$ cat config.mk
export PLATFORM = sky130hd
export DESIGN_NAME = asr_frame_gen
export DESIGN_NICKNAME = d
export VERILOG_FILES = /design/src/hdl/asr_fix_note.sv /design/src/include/asr_pkg.sv /design/src/hdl/asr_frame_gen.sv /design/src/hdl/asr_fifo.sv
export VERILOG_INCLUDE_DIRS = /design/src /design/src/include
export SDC_FILE = /design/constraint.sdc
export NUM_CORES = 1
export LEC_CHECK = 0
export BUFFER_PORTS_ARGS = -buffer_cell sky130_fd_sc_hd__clkbuf_2
export CELL_PAD_IN_SITES_DETAIL_PLACEMENT = 1
export CELL_PAD_IN_SITES_GLOBAL_PLACEMENT = 2
export CORE_MARGIN = 4
export CORE_UTILIZATION = 37
export CTS_CLUSTER_SIZE = 16
export DETAILED_ROUTE_END_ITERATION = 8
export PLACE_DENSITY = 0.85
export SYNTH_ARGS = -nofsm -noshare
export SYNTH_HDL_FRONTEND = slang
export SYNTH_SLANG_ARGS = --single-unit
export TNS_END_PERCENT = 100
$ cat constraint.sdc
create_clock -name sys_clk_in -period 8.7 [get_ports sys_clk_in]
set_input_delay 0.87 -clock sys_clk_in [delete_from_list [all_inputs] [get_ports sys_clk_in]]
set_output_delay 0.87 -clock sys_clk_in [all_outputs]
set_load 0.02 [all_outputs]
$ cat src/include/asr_defs.svh
`ifndef ASR_DEFS_SVH
`define ASR_DEFS_SVH

// ==========================================================================
// Frame framing
`define ASR_DELIM        8'h7e
`define ASR_CSUM_BASE    8'hff

// ==========================================================================
// Frame type codes
`define ASR_T_REG_REQ    8'h24
`define ASR_T_REG_STAT   8'ha4
`define ASR_T_UNLOCK_REQ 8'h2c
`define ASR_T_UNLOCK_RSP 8'hac
`define ASR_T_RELAY_OUT  8'had
`define ASR_T_TX_STAT    8'h89

// ==========================================================================
// Registration outcome codes
`define ASR_RS_OK        8'h00
`define ASR_RS_KEY_LONG  8'h01
`define ASR_RS_TRANS_FUL 8'h18
`define ASR_RS_NO_ADDR   8'hb1
`define ASR_RS_KEY_BAD   8'hb2
`define ASR_RS_BAD_ADDR  8'hb3
`define ASR_RS_TAB_FULL  8'hb4
`define ASR_RS_SEC_BAD   8'hbd

// ==========================================================================
// Relay interfaces and error codes
`define ASR_IF_SERIAL    8'h00
`define ASR_IF_WIRELESS  8'h01
`define ASR_IF_SCRIPT    8'h02
`define ASR_ERR_NO_IF    8'h7c
`define ASR_ERR_IF_BUSY  8'h7d

// ==========================================================================
// Length field: bytes between length and checksum, before payload
`define ASR_LEN_STAT     16'h0003
`define ASR_LEN_UNLOCK   16'h0001
`define ASR_LEN_RELAY    16'h0002

`endif

$ cat src/hdl/asr_fix_note.sv
`timescale 1ns/10ps
`default_nettype none
`default_nettype wire

$ cat src/include/asr_pkg.sv
`default_nettype none

package asr_pkg;

	// ======================================================================
	// Request kinds on the request port
	typedef enum logic [1:0] {
		ASR_K_REG,
		ASR_K_UNLOCK,
		ASR_K_RELAY,
		ASR_K_SPARE
	} asr_kind_type;

	// ======================================================================
	// Framer states, one per emitted field, plus idle and payload drain
	typedef enum logic [3:0] {
		ST_IDLE, ST_DELIM, ST_LEN_HI, ST_LEN_LO, ST_TYPE,
		ST_F4, ST_F5, ST_PAY, ST_CSUM, ST_DRAIN
	} asr_state_type;

	// ======================================================================
	// Whole framer state
	typedef struct packed {
		asr_state_type state;
		logic          req_ready;
		logic          tx_valid;
		logic [7:0]    tx_data;
		logic [7:0]    ftype;
		logic [7:0]    f4;
		logic [7:0]    f5;
		logic          has_f4;
		logic          has_f5;
		logic          emit;
		logic [15:0]   len;
		logic [15:0]   cnt;
		logic [7:0]    sum;
	} asr_st_type;

endpackage

`default_nettype wire

$ cat src/hdl/asr_frame_gen.sv
`timescale 1ns/10ps
`default_nettype none
`include "asr_defs.svh"

module asr_frame_gen #(
	parameter int KEY_W      = 128,
	parameter int FIFO_DEPTH = 8
) (
	input  wire logic             sys_clk_in,
	input  wire logic             sys_rst_in,
	input  wire logic             req_valid_in,
	input  wire logic [1:0]       req_kind_in,
	input  wire logic [7:0]       req_id_in,
	input  wire logic [7:0]       req_code_in,
	input  wire logic [KEY_W-1:0] req_key_in,
	input  wire logic [1:0]       req_src_in,
	input  wire logic [7:0]       req_dest_in,
	input  wire logic [15:0]      req_len_in,
	input  wire logic [2:0]       dest_accept_in,
	output var  logic             req_ready_out,
	input  wire logic             pay_valid_in,
	input  wire logic [7:0]       pay_data_in,
	output var  logic             pay_ready_out,
	output var  logic             tx_valid_out,
	output var  logic [7:0]       tx_data_out,
	input  wire logic             tx_ready_in
);
	asr_pkg::asr_st_type    st_ff;
	asr_pkg::asr_st_type    nxt_st;
	asr_pkg::asr_kind_type  kind;
	asr_pkg::asr_state_type after_fix;
	logic                   acc;
	logic                   can_load;
	logic                   load;
	logic                   add_sum;
	logic [7:0]             byte_out;
	logic                   key_bad;
	logic                   fifo_valid;
	logic [7:0]             fifo_data;
	logic                   fifo_pop;

	if (KEY_W < 8 || FIFO_DEPTH < 2) begin : g_bad_param
		$error("asr_frame_gen needs KEY_W >= 8 and FIFO_DEPTH >= 2");
	end

	// ======================================================================
	// Payload buffer; a full buffer stalls the payload source
	asr_fifo #(
		.WIDTH (8),
		.DEPTH (FIFO_DEPTH)
	) u_fifo (
		.sys_clk_in    (sys_clk_in),
		.sys_rst_in    (sys_rst_in),
		.in_valid_in   (pay_valid_in),
		.in_data_in    (pay_data_in),
		.in_ready_out  (pay_ready_out),
		.out_valid_out (fifo_valid),
		.out_data_out  (fifo_data),
		.out_ready_in  (fifo_pop)
	);

	// ======================================================================
	// Framer
	always_comb begin
		nxt_st = st_ff;
		load = 1'b0;
		add_sum = 1'b0;
		byte_out = 8'h00;
		fifo_pop = 1'b0;
		can_load = !st_ff.tx_valid || tx_ready_in;
		acc = (st_ff.state == asr_pkg::ST_IDLE) && st_ff.req_ready && req_valid_in;
		kind = asr_pkg::asr_kind_type'(req_kind_in);
		key_bad = (req_key_in == '0) || (&req_key_in);
		after_fix = (st_ff.emit && st_ff.cnt != 16'h0000) ? asr_pkg::ST_PAY
			: asr_pkg::ST_CSUM;
		if (tx_ready_in) begin
			nxt_st.tx_valid = 1'b0;
		end
		unique case (st_ff.state)
			asr_pkg::ST_IDLE: begin
				// Port opens one edge after reset; frames and drains open it on the edge they return to idle
				if (!acc) begin
					nxt_st.req_ready = 1'b1;
				end
				if (acc) begin
					nxt_st.req_ready = 1'b0;
					nxt_st.sum = 8'h00;
					nxt_st.cnt = req_len_in;
					nxt_st.has_f4 = 1'b1;
					nxt_st.has_f5 = 1'b1;
					nxt_st.emit = 1'b0;
					nxt_st.f4 = req_id_in;
					nxt_st.len = `ASR_LEN_STAT;
					nxt_st.state = asr_pkg::ST_DELIM;
					unique case (kind)
						asr_pkg::ASR_K_REG: begin
							nxt_st.cnt = 16'h0000;
							nxt_st.ftype = `ASR_T_REG_STAT;
							nxt_st.f5 = key_bad ? `ASR_RS_KEY_BAD : req_code_in;
							if (req_id_in == 8'h00) begin
								nxt_st.state = asr_pkg::ST_IDLE;
								nxt_st.req_ready = 1'b1;
							end
						end
						asr_pkg::ASR_K_UNLOCK: begin
							// Request body is copied back field for field
							nxt_st.ftype = `ASR_T_UNLOCK_RSP;
							nxt_st.has_f4 = 1'b0;
							nxt_st.has_f5 = 1'b0;
							nxt_st.emit = 1'b1;
							nxt_st.len = `ASR_LEN_UNLOCK + req_len_in;
						end
						asr_pkg::ASR_K_RELAY: begin
							nxt_st.ftype = `ASR_T_TX_STAT;
							if (req_dest_in > `ASR_IF_SCRIPT) begin
								nxt_st.f5 = `ASR_ERR_NO_IF;
							end else if (!dest_accept_in[req_dest_in[1:0]]) begin
								nxt_st.f5 = `ASR_ERR_IF_BUSY;
							end else if (req_dest_in == `ASR_IF_SERIAL) begin
								nxt_st.ftype = `ASR_T_RELAY_OUT;
								nxt_st.f4 = {6'h00, req_src_in};
								nxt_st.has_f5 = 1'b0;
								nxt_st.emit = 1'b1;
								nxt_st.len = `ASR_LEN_RELAY + req_len_in;
							end else begin
								// Delivered elsewhere: silent, only the payload is taken
								nxt_st.state = (req_len_in != 16'h0000) ? asr_pkg::ST_DRAIN
									: asr_pkg::ST_IDLE;
								nxt_st.req_ready = (req_len_in == 16'h0000);
							end
						end
						asr_pkg::ASR_K_SPARE: begin
							nxt_st.state = asr_pkg::ST_IDLE;
							nxt_st.req_ready = 1'b1;
						end
					endcase
				end
			end
			asr_pkg::ST_DELIM: begin
				load = can_load;
				byte_out = `ASR_DELIM;
				if (can_load) begin
					nxt_st.state = asr_pkg::ST_LEN_HI;
				end
			end
			asr_pkg::ST_LEN_HI: begin
				load = can_load;
				byte_out = st_ff.len[15:8];
				if (can_load) begin
					nxt_st.state = asr_pkg::ST_LEN_LO;
				end
			end
			asr_pkg::ST_LEN_LO: begin
				load = can_load;
				byte_out = st_ff.len[7:0];
				if (can_load) begin
					nxt_st.state = asr_pkg::ST_TYPE;
				end
			end
			asr_pkg::ST_TYPE: begin
				load = can_load;
				add_sum = 1'b1;
				byte_out = st_ff.ftype;
				if (can_load) begin
					nxt_st.state = st_ff.has_f4 ? asr_pkg::ST_F4 : after_fix;
				end
			end
			asr_pkg::ST_F4: begin
				load = can_load;
				add_sum = 1'b1;
				byte_out = st_ff.f4;
				if (can_load) begin
					nxt_st.state = st_ff.has_f5 ? asr_pkg::ST_F5 : after_fix;
				end
			end
			asr_pkg::ST_F5: begin
				load = can_load;
				add_sum = 1'b1;
				byte_out = st_ff.f5;
				if (can_load) begin
					nxt_st.state = after_fix;
				end
			end
			asr_pkg::ST_PAY: begin
				// Stall on an empty buffer rather than emit a short frame
				load = can_load && fifo_valid;
				add_sum = 1'b1;
				byte_out = fifo_data;
				if (load) begin
					fifo_pop = 1'b1;
					nxt_st.cnt = st_ff.cnt - 16'h0001;
					if (st_ff.cnt == 16'h0001) begin
						nxt_st.state = asr_pkg::ST_CSUM;
					end
				end
			end
			asr_pkg::ST_CSUM: begin
				load = can_load;
				byte_out = `ASR_CSUM_BASE - st_ff.sum;
				if (can_load) begin
					nxt_st.state = (st_ff.cnt != 16'h0000) ? asr_pkg::ST_DRAIN
						: asr_pkg::ST_IDLE;
					nxt_st.req_ready = (st_ff.cnt == 16'h0000);
				end
			end
			asr_pkg::ST_DRAIN: begin
				// Failed or forwarded relay: its payload is discarded
				fifo_pop = fifo_valid;
				if (fifo_valid) begin
					nxt_st.cnt = st_ff.cnt - 16'h0001;
					if (st_ff.cnt == 16'h0001) begin
						nxt_st.state = asr_pkg::ST_IDLE;
						nxt_st.req_ready = 1'b1;
					end
				end
			end
			default: begin
				nxt_st.state = asr_pkg::ST_IDLE;
				nxt_st.req_ready = 1'b1;
			end
		endcase
		if (load) begin
			nxt_st.tx_valid = 1'b1;
			nxt_st.tx_data = byte_out;
			if (add_sum) begin
				nxt_st.sum = st_ff.sum + byte_out;
			end
		end
	end

	always_ff @(posedge sys_clk_in or posedge sys_rst_in) begin
		if (sys_rst_in) begin
			st_ff <= '0;
		end else begin
			st_ff <= nxt_st;
		end
	end

	assign req_ready_out = st_ff.req_ready;
	assign tx_valid_out  = st_ff.tx_valid;
	assign tx_data_out   = st_ff.tx_data;
endmodule // asr_frame_gen

`default_nettype wire

$ cat src/hdl/asr_fifo.sv
`timescale 1ns/10ps
`default_nettype none

module asr_fifo #(
	parameter int WIDTH = 8,
	parameter int DEPTH = 8
) (
	input  wire logic             sys_clk_in,
	input  wire logic             sys_rst_in,
	input  wire logic             in_valid_in,
	input  wire logic [WIDTH-1:0] in_data_in,
	output var  logic             in_ready_out,
	output var  logic             out_valid_out,
	output var  logic [WIDTH-1:0] out_data_out,
	input  wire logic             out_ready_in
);
	localparam int AW = (DEPTH > 1) ? $clog2(DEPTH) : 1;

	typedef struct packed {
		logic [DEPTH-1:0][WIDTH-1:0] mem;
		logic [AW-1:0]               wptr;
		logic [AW-1:0]               rptr;
		logic [AW:0]                 count;
		logic                        in_ready;
	} asr_fifo_st_type;

	asr_fifo_st_type st_ff;
	asr_fifo_st_type nxt_st;
	logic            push;
	logic            pop;

	if (DEPTH < 2 || WIDTH < 1) begin : g_bad_size
		$error("asr_fifo needs DEPTH of at least 2 and WIDTH of at least 1");
	end

	// ======================================================================
	// Pointers wrap by compare, so DEPTH need not be a power of two
	always_comb begin
		nxt_st = st_ff;
		push = in_valid_in && st_ff.in_ready;
		pop = out_ready_in && (st_ff.count != '0);
		if (push) begin
			nxt_st.mem[st_ff.wptr] = in_data_in;
			nxt_st.wptr = (st_ff.wptr == AW'(DEPTH - 1)) ? '0 : st_ff.wptr + AW'(1);
		end
		if (pop) begin
			nxt_st.rptr = (st_ff.rptr == AW'(DEPTH - 1)) ? '0 : st_ff.rptr + AW'(1);
		end
		nxt_st.count = st_ff.count + (AW+1)'(push) - (AW+1)'(pop);
		// Registered ready keeps the source's stall path short
		nxt_st.in_ready = (nxt_st.count != (AW+1)'(DEPTH));
	end

	always_ff @(posedge sys_clk_in or posedge sys_rst_in) begin
		if (sys_rst_in) begin
			st_ff <= '0;
		end else begin
			st_ff <= nxt_st;
		end
	end

	assign in_ready_out  = st_ff.in_ready;
	assign out_valid_out = (st_ff.count != '0);
	assign out_data_out  = st_ff.mem[st_ff.rptr];

endmodule // asr_fifo

`default_nettype wire

==> results of run 1 <==
layer usage:
metal	vias up	track usage [%]	part of all wire (%)
li1	3937	-	-
met1	4337	30.56	45
met5	-	0	0
met4	0	5.336	1.6
met2	121	40.51	51
met3	31	3.295	2.3
power groups by stage:
stage	Clock [W]	Combinational, W	Sequential [W]
CTS	0.000762	0.00162	0.00136
finish	0.000748	0.00162	0.00136
detailed placement	0	0.00160	0.00137
floorplan	0	0.00131	0.00118
global route	0.000797	0.00179	0.00141
global placement	0	0.00155	0.00135
sequential cells by signal, summed over array words and instances, names as in the netlist:
| signal | cells |
|---|---|
| tx_data_out | 8 |
| u_fifo.in_ready_out | 1 |
| tx_valid_out | 1 |
| st_ff | 67 |
| req_ready_out | 1 |
| u_fifo.st_ff | 74 |
final cells by class:
type                       count  area (um^2)
timing repair buffer         202         1021
clock inverter                14        158.9
sequential                   152         3804
clock buffer                  17        425.4
tap                          324        405.4
fill                        2855        13500
inverter                      33        128.9
multi-input combinational    715         5092
path summary, 6_finish.rpt:
path | startpoint | to | slack (ns)
worst max-delay path | u_fifo.st_ff[5]$_DFFE_PP0P_ | st_ff[7]$_DFF_PP0_ | 4.86
worst min-delay path | tx_data_out[7]$_DFFE_PP0P_ | tx_data_out[7]$_DFFE_PP0P_ | 0.49
worst max register to register | u_fifo.st_ff[5]$_DFFE_PP0P_ | st_ff[7]$_DFF_PP0_ | 4.86
worst min register to register | tx_data_out[7]$_DFFE_PP0P_ | tx_data_out[7]$_DFFE_PP0P_ | 0.49
max in group asynchronous | sys_rst_in | u_fifo.st_ff[68]$_DFFE_PP0P_ | 6.68
min in group asynchronous | sys_rst_in | st_ff[47]$_DFFE_PP0P_ | 0.59
tightest hold or removal path, delay by kind of cell (launching register included):
kind / cells / cell delay [ns]
AOI/OAI and AO/OA: 1 / 0.06
DFF: 1 / 0.35
and+or+nand+nor: 1 / 0.05
through the flow:
step           setup WS, ns  utilization (%)  hold slack (ns)  area, um^2  power, W
2_1_floorplan         3.737                -           0.4315        9313  0.002492
3_3_place_gp          5.000            42.60           0.4679       10450  0.002898
3_5_place_dp          4.855            42.60           0.4754       10450  0.002974
4_1_cts               4.831            44.98           0.4910       11040  0.003744
5_1_grt               4.453            44.98           0.4980       11040  0.003994
6_report              4.865            44.98           0.4851       11040  0.003722
placed cells by master, fill, tap and decap left out, types with 17 or more instances in the layout:
master,instances
clkbuf_2,198
nor3_1,18
ha_1,26
mux2_2,78
nor2_1,75
nor4_1,48
nand3_1,21
nand4_1,47
a21oi_1,41
clkbuf_16,17
nand2_1,84
dfrtp_1,152
o21ai_0,35
a22oi_1,19
inv_1,32
o21ai_1,24
logic make-up (layout without fill, tap and decap cells):
logic type	after synthesis	count (layout)	share of synthesized area (%)
compound gates	208	208	14.63
buf+inv	86	266	4.474
flops	152	152	40.84
simple gates	358	358	20.07
fa+ha+maj	28	28	3.923
mux	107	107	14.74
xor+xnor	14	14	1.317
==> flow_metrics.env, run 1 <==
export IMPL_drc=0
export IMPL_ff2ff_path_depth=12
export IMPL_cp_num_cells=12
export IMPL_critPathSlowestCell="dfrtp_1"
export IMPL_power_frac_comb_pct=43.4
export IMPL_gp_congestion=0.8950
export IMPL_switchingPower_w=0.001531
export IMPL_start_util_pct=37.96
export IMPL_cts_root_buf="clkbuf_16"
export IMPL_ys_flop_type="dfrtp_1"
export IMPL_clock_latency_ns=0.44
export IMPL_ys_seq_elements=152
export IMPL_p_clk_share_pct=20.1
export IMPL_tritoncts="built"
export IMPL_status="completed"
export IMPL_grt_overflow_total=0
export IMPL_end_kind="flip-flop"
export IMPL_io_pins=199
export IMPL_postCtsSetupBuffers=0
export IMPL_p_int_w=0.002191
export IMPL_power_density_mw_per_mm2=337.2
export IMPL_drtAntennaViolNets=0
export IMPL_ys_seq_area_share_pct=40.84
export IMPL_crit_chain="mux4_2 -> mux2i_1 -> nor2_1 -> nor3_1 -> inv_1 -> ha_1 -> a21oi_1 -> o211ai_1 -> o41ai_1 -> o21ai_0 -> and2_1 -> o211ai_1"
export IMPL_cp_required_ns=9.05
export IMPL_grt_max_degree=85
export IMPL_min_path_type="reg2reg"
export IMPL_drive_gt1_share_pct=30.98
export IMPL_crit_top_cell="o211ai_1"
export IMPL_synth_edf_count=0
export IMPL_ys_top_cells_by_area="dfrtp_1, mux2_2, mux4_2"
export IMPL_num_vias=8426
export IMPL_slowest_delay_ns=0.98
export IMPL_wl_per_cell_um=22.09
export IMPL_yosys_top_cells_count="dfrtp_1, nand2_1, mux2_2"
export IMPL_rows=57
export IMPL_fin_crit_sh_pct=44.09
export IMPL_port_buffers=198
export IMPL_yosys_area_top_type="dfrtp_1"
export IMPL_netlist_area_mm2=0.009313
export IMPL_worstMarginPinSlew_ns=1.153
export IMPL_rsz0062_at_grt="no"
export IMPL_grt_pass1_wl_mm=51.26
export IMPL_setup_viol=0
export IMPL_post_drt_via_cell_ratio=5.783
export IMPL_diodes=0
export IMPL_syn_num_nets=1169
export IMPL_core_mm2=0.02453
export IMPL_seq_power_share_pct=36.5
export IMPL_final_nets=1337
export IMPL_yosysWarnings=0
export IMPL_skew_ns=0.01117
export IMPL_htreeDepth=4
export IMPL_crit_family="compound AO/OA/AOI/OAI gates"
export IMPL_die_height_um=166.7
export IMPL_min_path_cells=2
export IMPL_cts_clk_slew_worst_paths_ns=0.07
export IMPL_instances_no_fill=1457
export IMPL_avgSynthCellArea_um2=9.772
export IMPL_die_width_um=166.7
export IMPL_critical_path_buf_inv_count=1
export IMPL_max_vdd_ir_drop_mv=0.1550
export IMPL_clkSinkCount=152
export IMPL_cts_hold_buffers=0
export IMPL_max_slew_margin_pct=23.00
export IMPL_power_leakage_nw=4.732
export IMPL_synth_distinct_cells=75
export IMPL_yosysMostFrequentCell="dfrtp_1"
export IMPL_drt_total_wl_mm=32.19
export IMPL_timing_fmax_ghz=0.2607
export IMPL_worstSetupStartpointType="flip-flop"
export IMPL_hold_viol=0
export IMPL_cts_buffer_depth=2
export IMPL_dieArea_mm2=0.02777
export IMPL_period_minus_slack_ns=3.835
export IMPL_dp_cells=1426
export IMPL_grt_antenna_before_repair=0
export IMPL_crit_fanout=19
export IMPL_maxCapViolations=0
export IMPL_async_flop_share_pct=100.0
export IMPL_drtIter0Drc=551
export IMPL_syn2layout_area_growth_pct=18.50
export IMPL_swShare_pct=41.13
export IMPL_maxSlewViolCount=0
export IMPL_crit_type="reg2reg"
export IMPL_synth_cells=953
export IMPL_drt_pass1_iterations=5
export IMPL_fin_tns_setup_ns=0
export IMPL_arrival_ns=4.19
export IMPL_synth_top_area_share_pct=40.84
export IMPL_post_cts_resized=0
export IMPL_dp_hpwl_mm=25.13
export IMPL_track_usage_pct=23.16
export IMPL_grt_pass1_vias=8983
export IMPL_cts_made_buffers=17
No activity file was read; power rests on OpenSTA's default activity.
==> run 2, diff against run 1 <==
--- a/config.mk
+++ b/config.mk
@@ -10,10 +10,10 @@
 export CELL_PAD_IN_SITES_DETAIL_PLACEMENT = 1
 export CELL_PAD_IN_SITES_GLOBAL_PLACEMENT = 2
 export CORE_MARGIN = 4
-export CORE_UTILIZATION = 37
+export CORE_UTILIZATION = 31
 export CTS_CLUSTER_SIZE = 16
 export DETAILED_ROUTE_END_ITERATION = 8
-export PLACE_DENSITY = 0.85
+export PLACE_DENSITY = 0.75
 export SYNTH_ARGS = -nofsm -noshare
 export SYNTH_HDL_FRONTEND = slang
 export SYNTH_SLANG_ARGS = --single-unit
==> constraint.sdc (replaced) <==
create_clock -name sys_clk_in -period 3.5 [get_ports sys_clk_in]
set_input_delay 0.35 -clock sys_clk_in [delete_from_list [all_inputs] [get_ports sys_clk_in]]
set_output_delay 0.35 -clock sys_clk_in [all_outputs]
set_load 0.02 [all_outputs]
==> run 2 against run 1 <==
Net effect:
- wire length rose by 3.4%
- hold slack worse by 0.42 ns
- clock power rose to 2.6 times the previous value
- clock-buffer cell count up 1
- die area grew 18%
- non-clock buffer count increased by 32
- critical path type unchanged
==> flow_metrics.env, run 2 (synthesis results as in run 1) <==
export IMPL_dp_hpwl_mm=25.98
export IMPL_cts_buffer_depth=2
export IMPL_drc=0
export IMPL_startpoint="u_fifo.st_ff[3]$_DFF_PP0_"
export IMPL_worstSetupStartpointType="flip-flop"
export IMPL_dp_worst_setup_slack_ns=0.08865
export IMPL_fillers=3499
export IMPL_final_nets=1369
export IMPL_swShare_pct=40.40
export IMPL_rsz0062_at_grt="no"
export IMPL_drive_gt1_share_pct=33.53
export IMPL_end_kind="flip-flop"
export IMPL_drtIter0Drc=417
export IMPL_dieArea_mm2=0.03288
export IMPL_top_register="u_fifo.st_ff"
export IMPL_timing_rr_end="u_fifo.in_ready_out$_DFF_PP0_"
export IMPL_grt_pass1_wl_mm=51.66
export IMPL_crit_fanout=5
export IMPL_drt_pass1_iterations=5
export IMPL_setup_ws_ns=0.1878
export IMPL_grt_max_degree=63
export IMPL_track_usage_pct=19.87
export IMPL_num_vias=8465
export IMPL_wl_per_cell_um=21.40
export IMPL_io_pins=199
export IMPL_ff2ff_setup_slack_ns=0.19
export IMPL_grt_pass1_vias=9062
export IMPL_core_mm2=0.02964
export IMPL_cts_root_buf="clkbuf_16"
export IMPL_fin_tns_setup_ns=0
export IMPL_cts_hold_buffers=0
export IMPL_gp_congestion=0.8783
export IMPL_period_minus_slack_ns=3.312
export IMPL_skew_ns=0.01113
export IMPL_drt_total_wl_mm=33.30
export IMPL_max_vdd_ir_drop_mv=0.4440
export IMPL_finalPower_w=0.009675
export IMPL_seq_power_share_pct=33.5
export IMPL_place_area_mm2=0.01077
export IMPL_grt_overflow_total=0
export IMPL_syn2layout_area_growth_pct=23.04
export IMPL_tritoncts="built"
export IMPL_power_density_mw_per_mm2=844.3
export IMPL_crit_type="reg2reg"
export IMPL_clock_latency_ns=0.45
export IMPL_fin_area_mm2=0.01146
export IMPL_cp_required_ns=3.81
export IMPL_switchingPower_w=0.003909
export IMPL_cts_made_buffers=17
export IMPL_p_int_w=0.005766
export IMPL_cts_clk_slew_worst_paths_ns=0.07
export IMPL_grt_antenna_before_repair=0
export IMPL_maxSlewViolCount=0
export IMPL_hold_viol=0
export IMPL_post_drt_via_cell_ratio=5.440
export IMPL_rows=63
export IMPL_start_util_pct=31.42
export IMPL_power_leakage_nw=4.920
export IMPL_rr_startpoint="u_fifo.st_ff[3]$_DFF_PP0_"
export IMPL_diodes=0
export IMPL_timing_fmax_ghz=0.3019
export IMPL_drtAntennaViolNets=0
export IMPL_max_slew_margin_pct=29.68
export IMPL_maxCapViolations=0
export IMPL_ff2ff_path_depth=11
export IMPL_status="completed"
export IMPL_power_frac_comb_pct=46.1
export IMPL_mostFrequentLayoutCells="clkbuf_2, dfrtp_1, nand2_1"
export IMPL_final_common_cell="clkbuf_2"
export IMPL_die_height_um=181.3
export IMPL_setup_viol=0
export IMPL_arrival_ns=3.62
export IMPL_htreeDepth=4
export IMPL_clkSinkCount=152
export IMPL_port_buffers=198
export IMPL_p_clk_share_pct=20.4
export IMPL_fin_crit_sh_pct=94.63
export IMPL_worstMarginPinSlew_ns=1.051
export IMPL_min_path_type="in2async"
export IMPL_largest_reg_flops=74
export IMPL_die_width_um=181.3
run 2: stage by stage:
stage                     util, %  instances  hold WS [ns]
after CTS                   38.42       1552       0.08292
after floorplan                 -        953        0.4315
after detailed placement    36.33       1520        0.4559
after global routing        38.66       1556        0.1311
after global placement      36.33       1520        0.4480
final                       38.66       1556       0.06183
run 2: worst max-delay path by stage:
stage | end | slack, ns
after global routing | st_ff[7]$_DFF_PP0_ | 0.002
after CTS | st_ff[7]$_DFF_PP0_ | 0.06
final | u_fifo.in_ready_out$_DFF_PP0_ | 0.19
after detailed placement | st_ff[7]$_DFF_PP0_ | 0.09
after global placement | st_ff[7]$_DFF_PP0_ | 0.17
after floorplan | u_fifo.in_ready_out$_DFF_PP0_ | 0.34
run 2: power by group through the flow:
stage	Clock [W]	Sequential, W	Combinational [W]
2_1_floorplan	0	0.00294	0.00325
3_3_place_gp	0	0.00325	0.00424
3_5_place_dp	0	0.00327	0.00436
4_1_cts	0.00200	0.00326	0.00440
5_1_grt	0.00208	0.00334	0.00494
6_report	0.00197	0.00324	0.00446
run 2: critical path: stages, from the launching register on:
cell and delay [ns]:
dfrtp_1 0.36, inv_1 0.07, ha_1 0.14, or3b_2 0.56, and3_1 0.27, ha_1 0.30
inv_1 0.06, ha_1 0.16, inv_1 0.06, fa_1 0.48, inv_1 0.06, or4b_2 0.66
run 2: per-layer routing:
layer / GRT usage, % / part of all wire (%)
met1: 25.84 / 44
met5: 0 / 0
met2: 34.90 / 51
met3: 2.637 / 2.3
met4: 5.164 / 1.9
run 2: timing repair:
action / in CTS / in global routing
buffers inserted: 0 / 4
setup endpoints to repair: 0 / 2
gates resized for setup: 0 / 7
run 2: layout make-up:
class / instances / area [um^2] / area share, %
multi-input combinational: 715 / 5117 / 44.66
clock inverter: 14 / 178.9 / 1.561
tap: 390 / 488.0 / 4.259
timing repair buffer: 234 / 1299 / 11.33
sequential: 152 / 3809 / 33.24
clock buffer: 18 / 439.2 / 3.833
inverter: 33 / 127.6 / 1.114
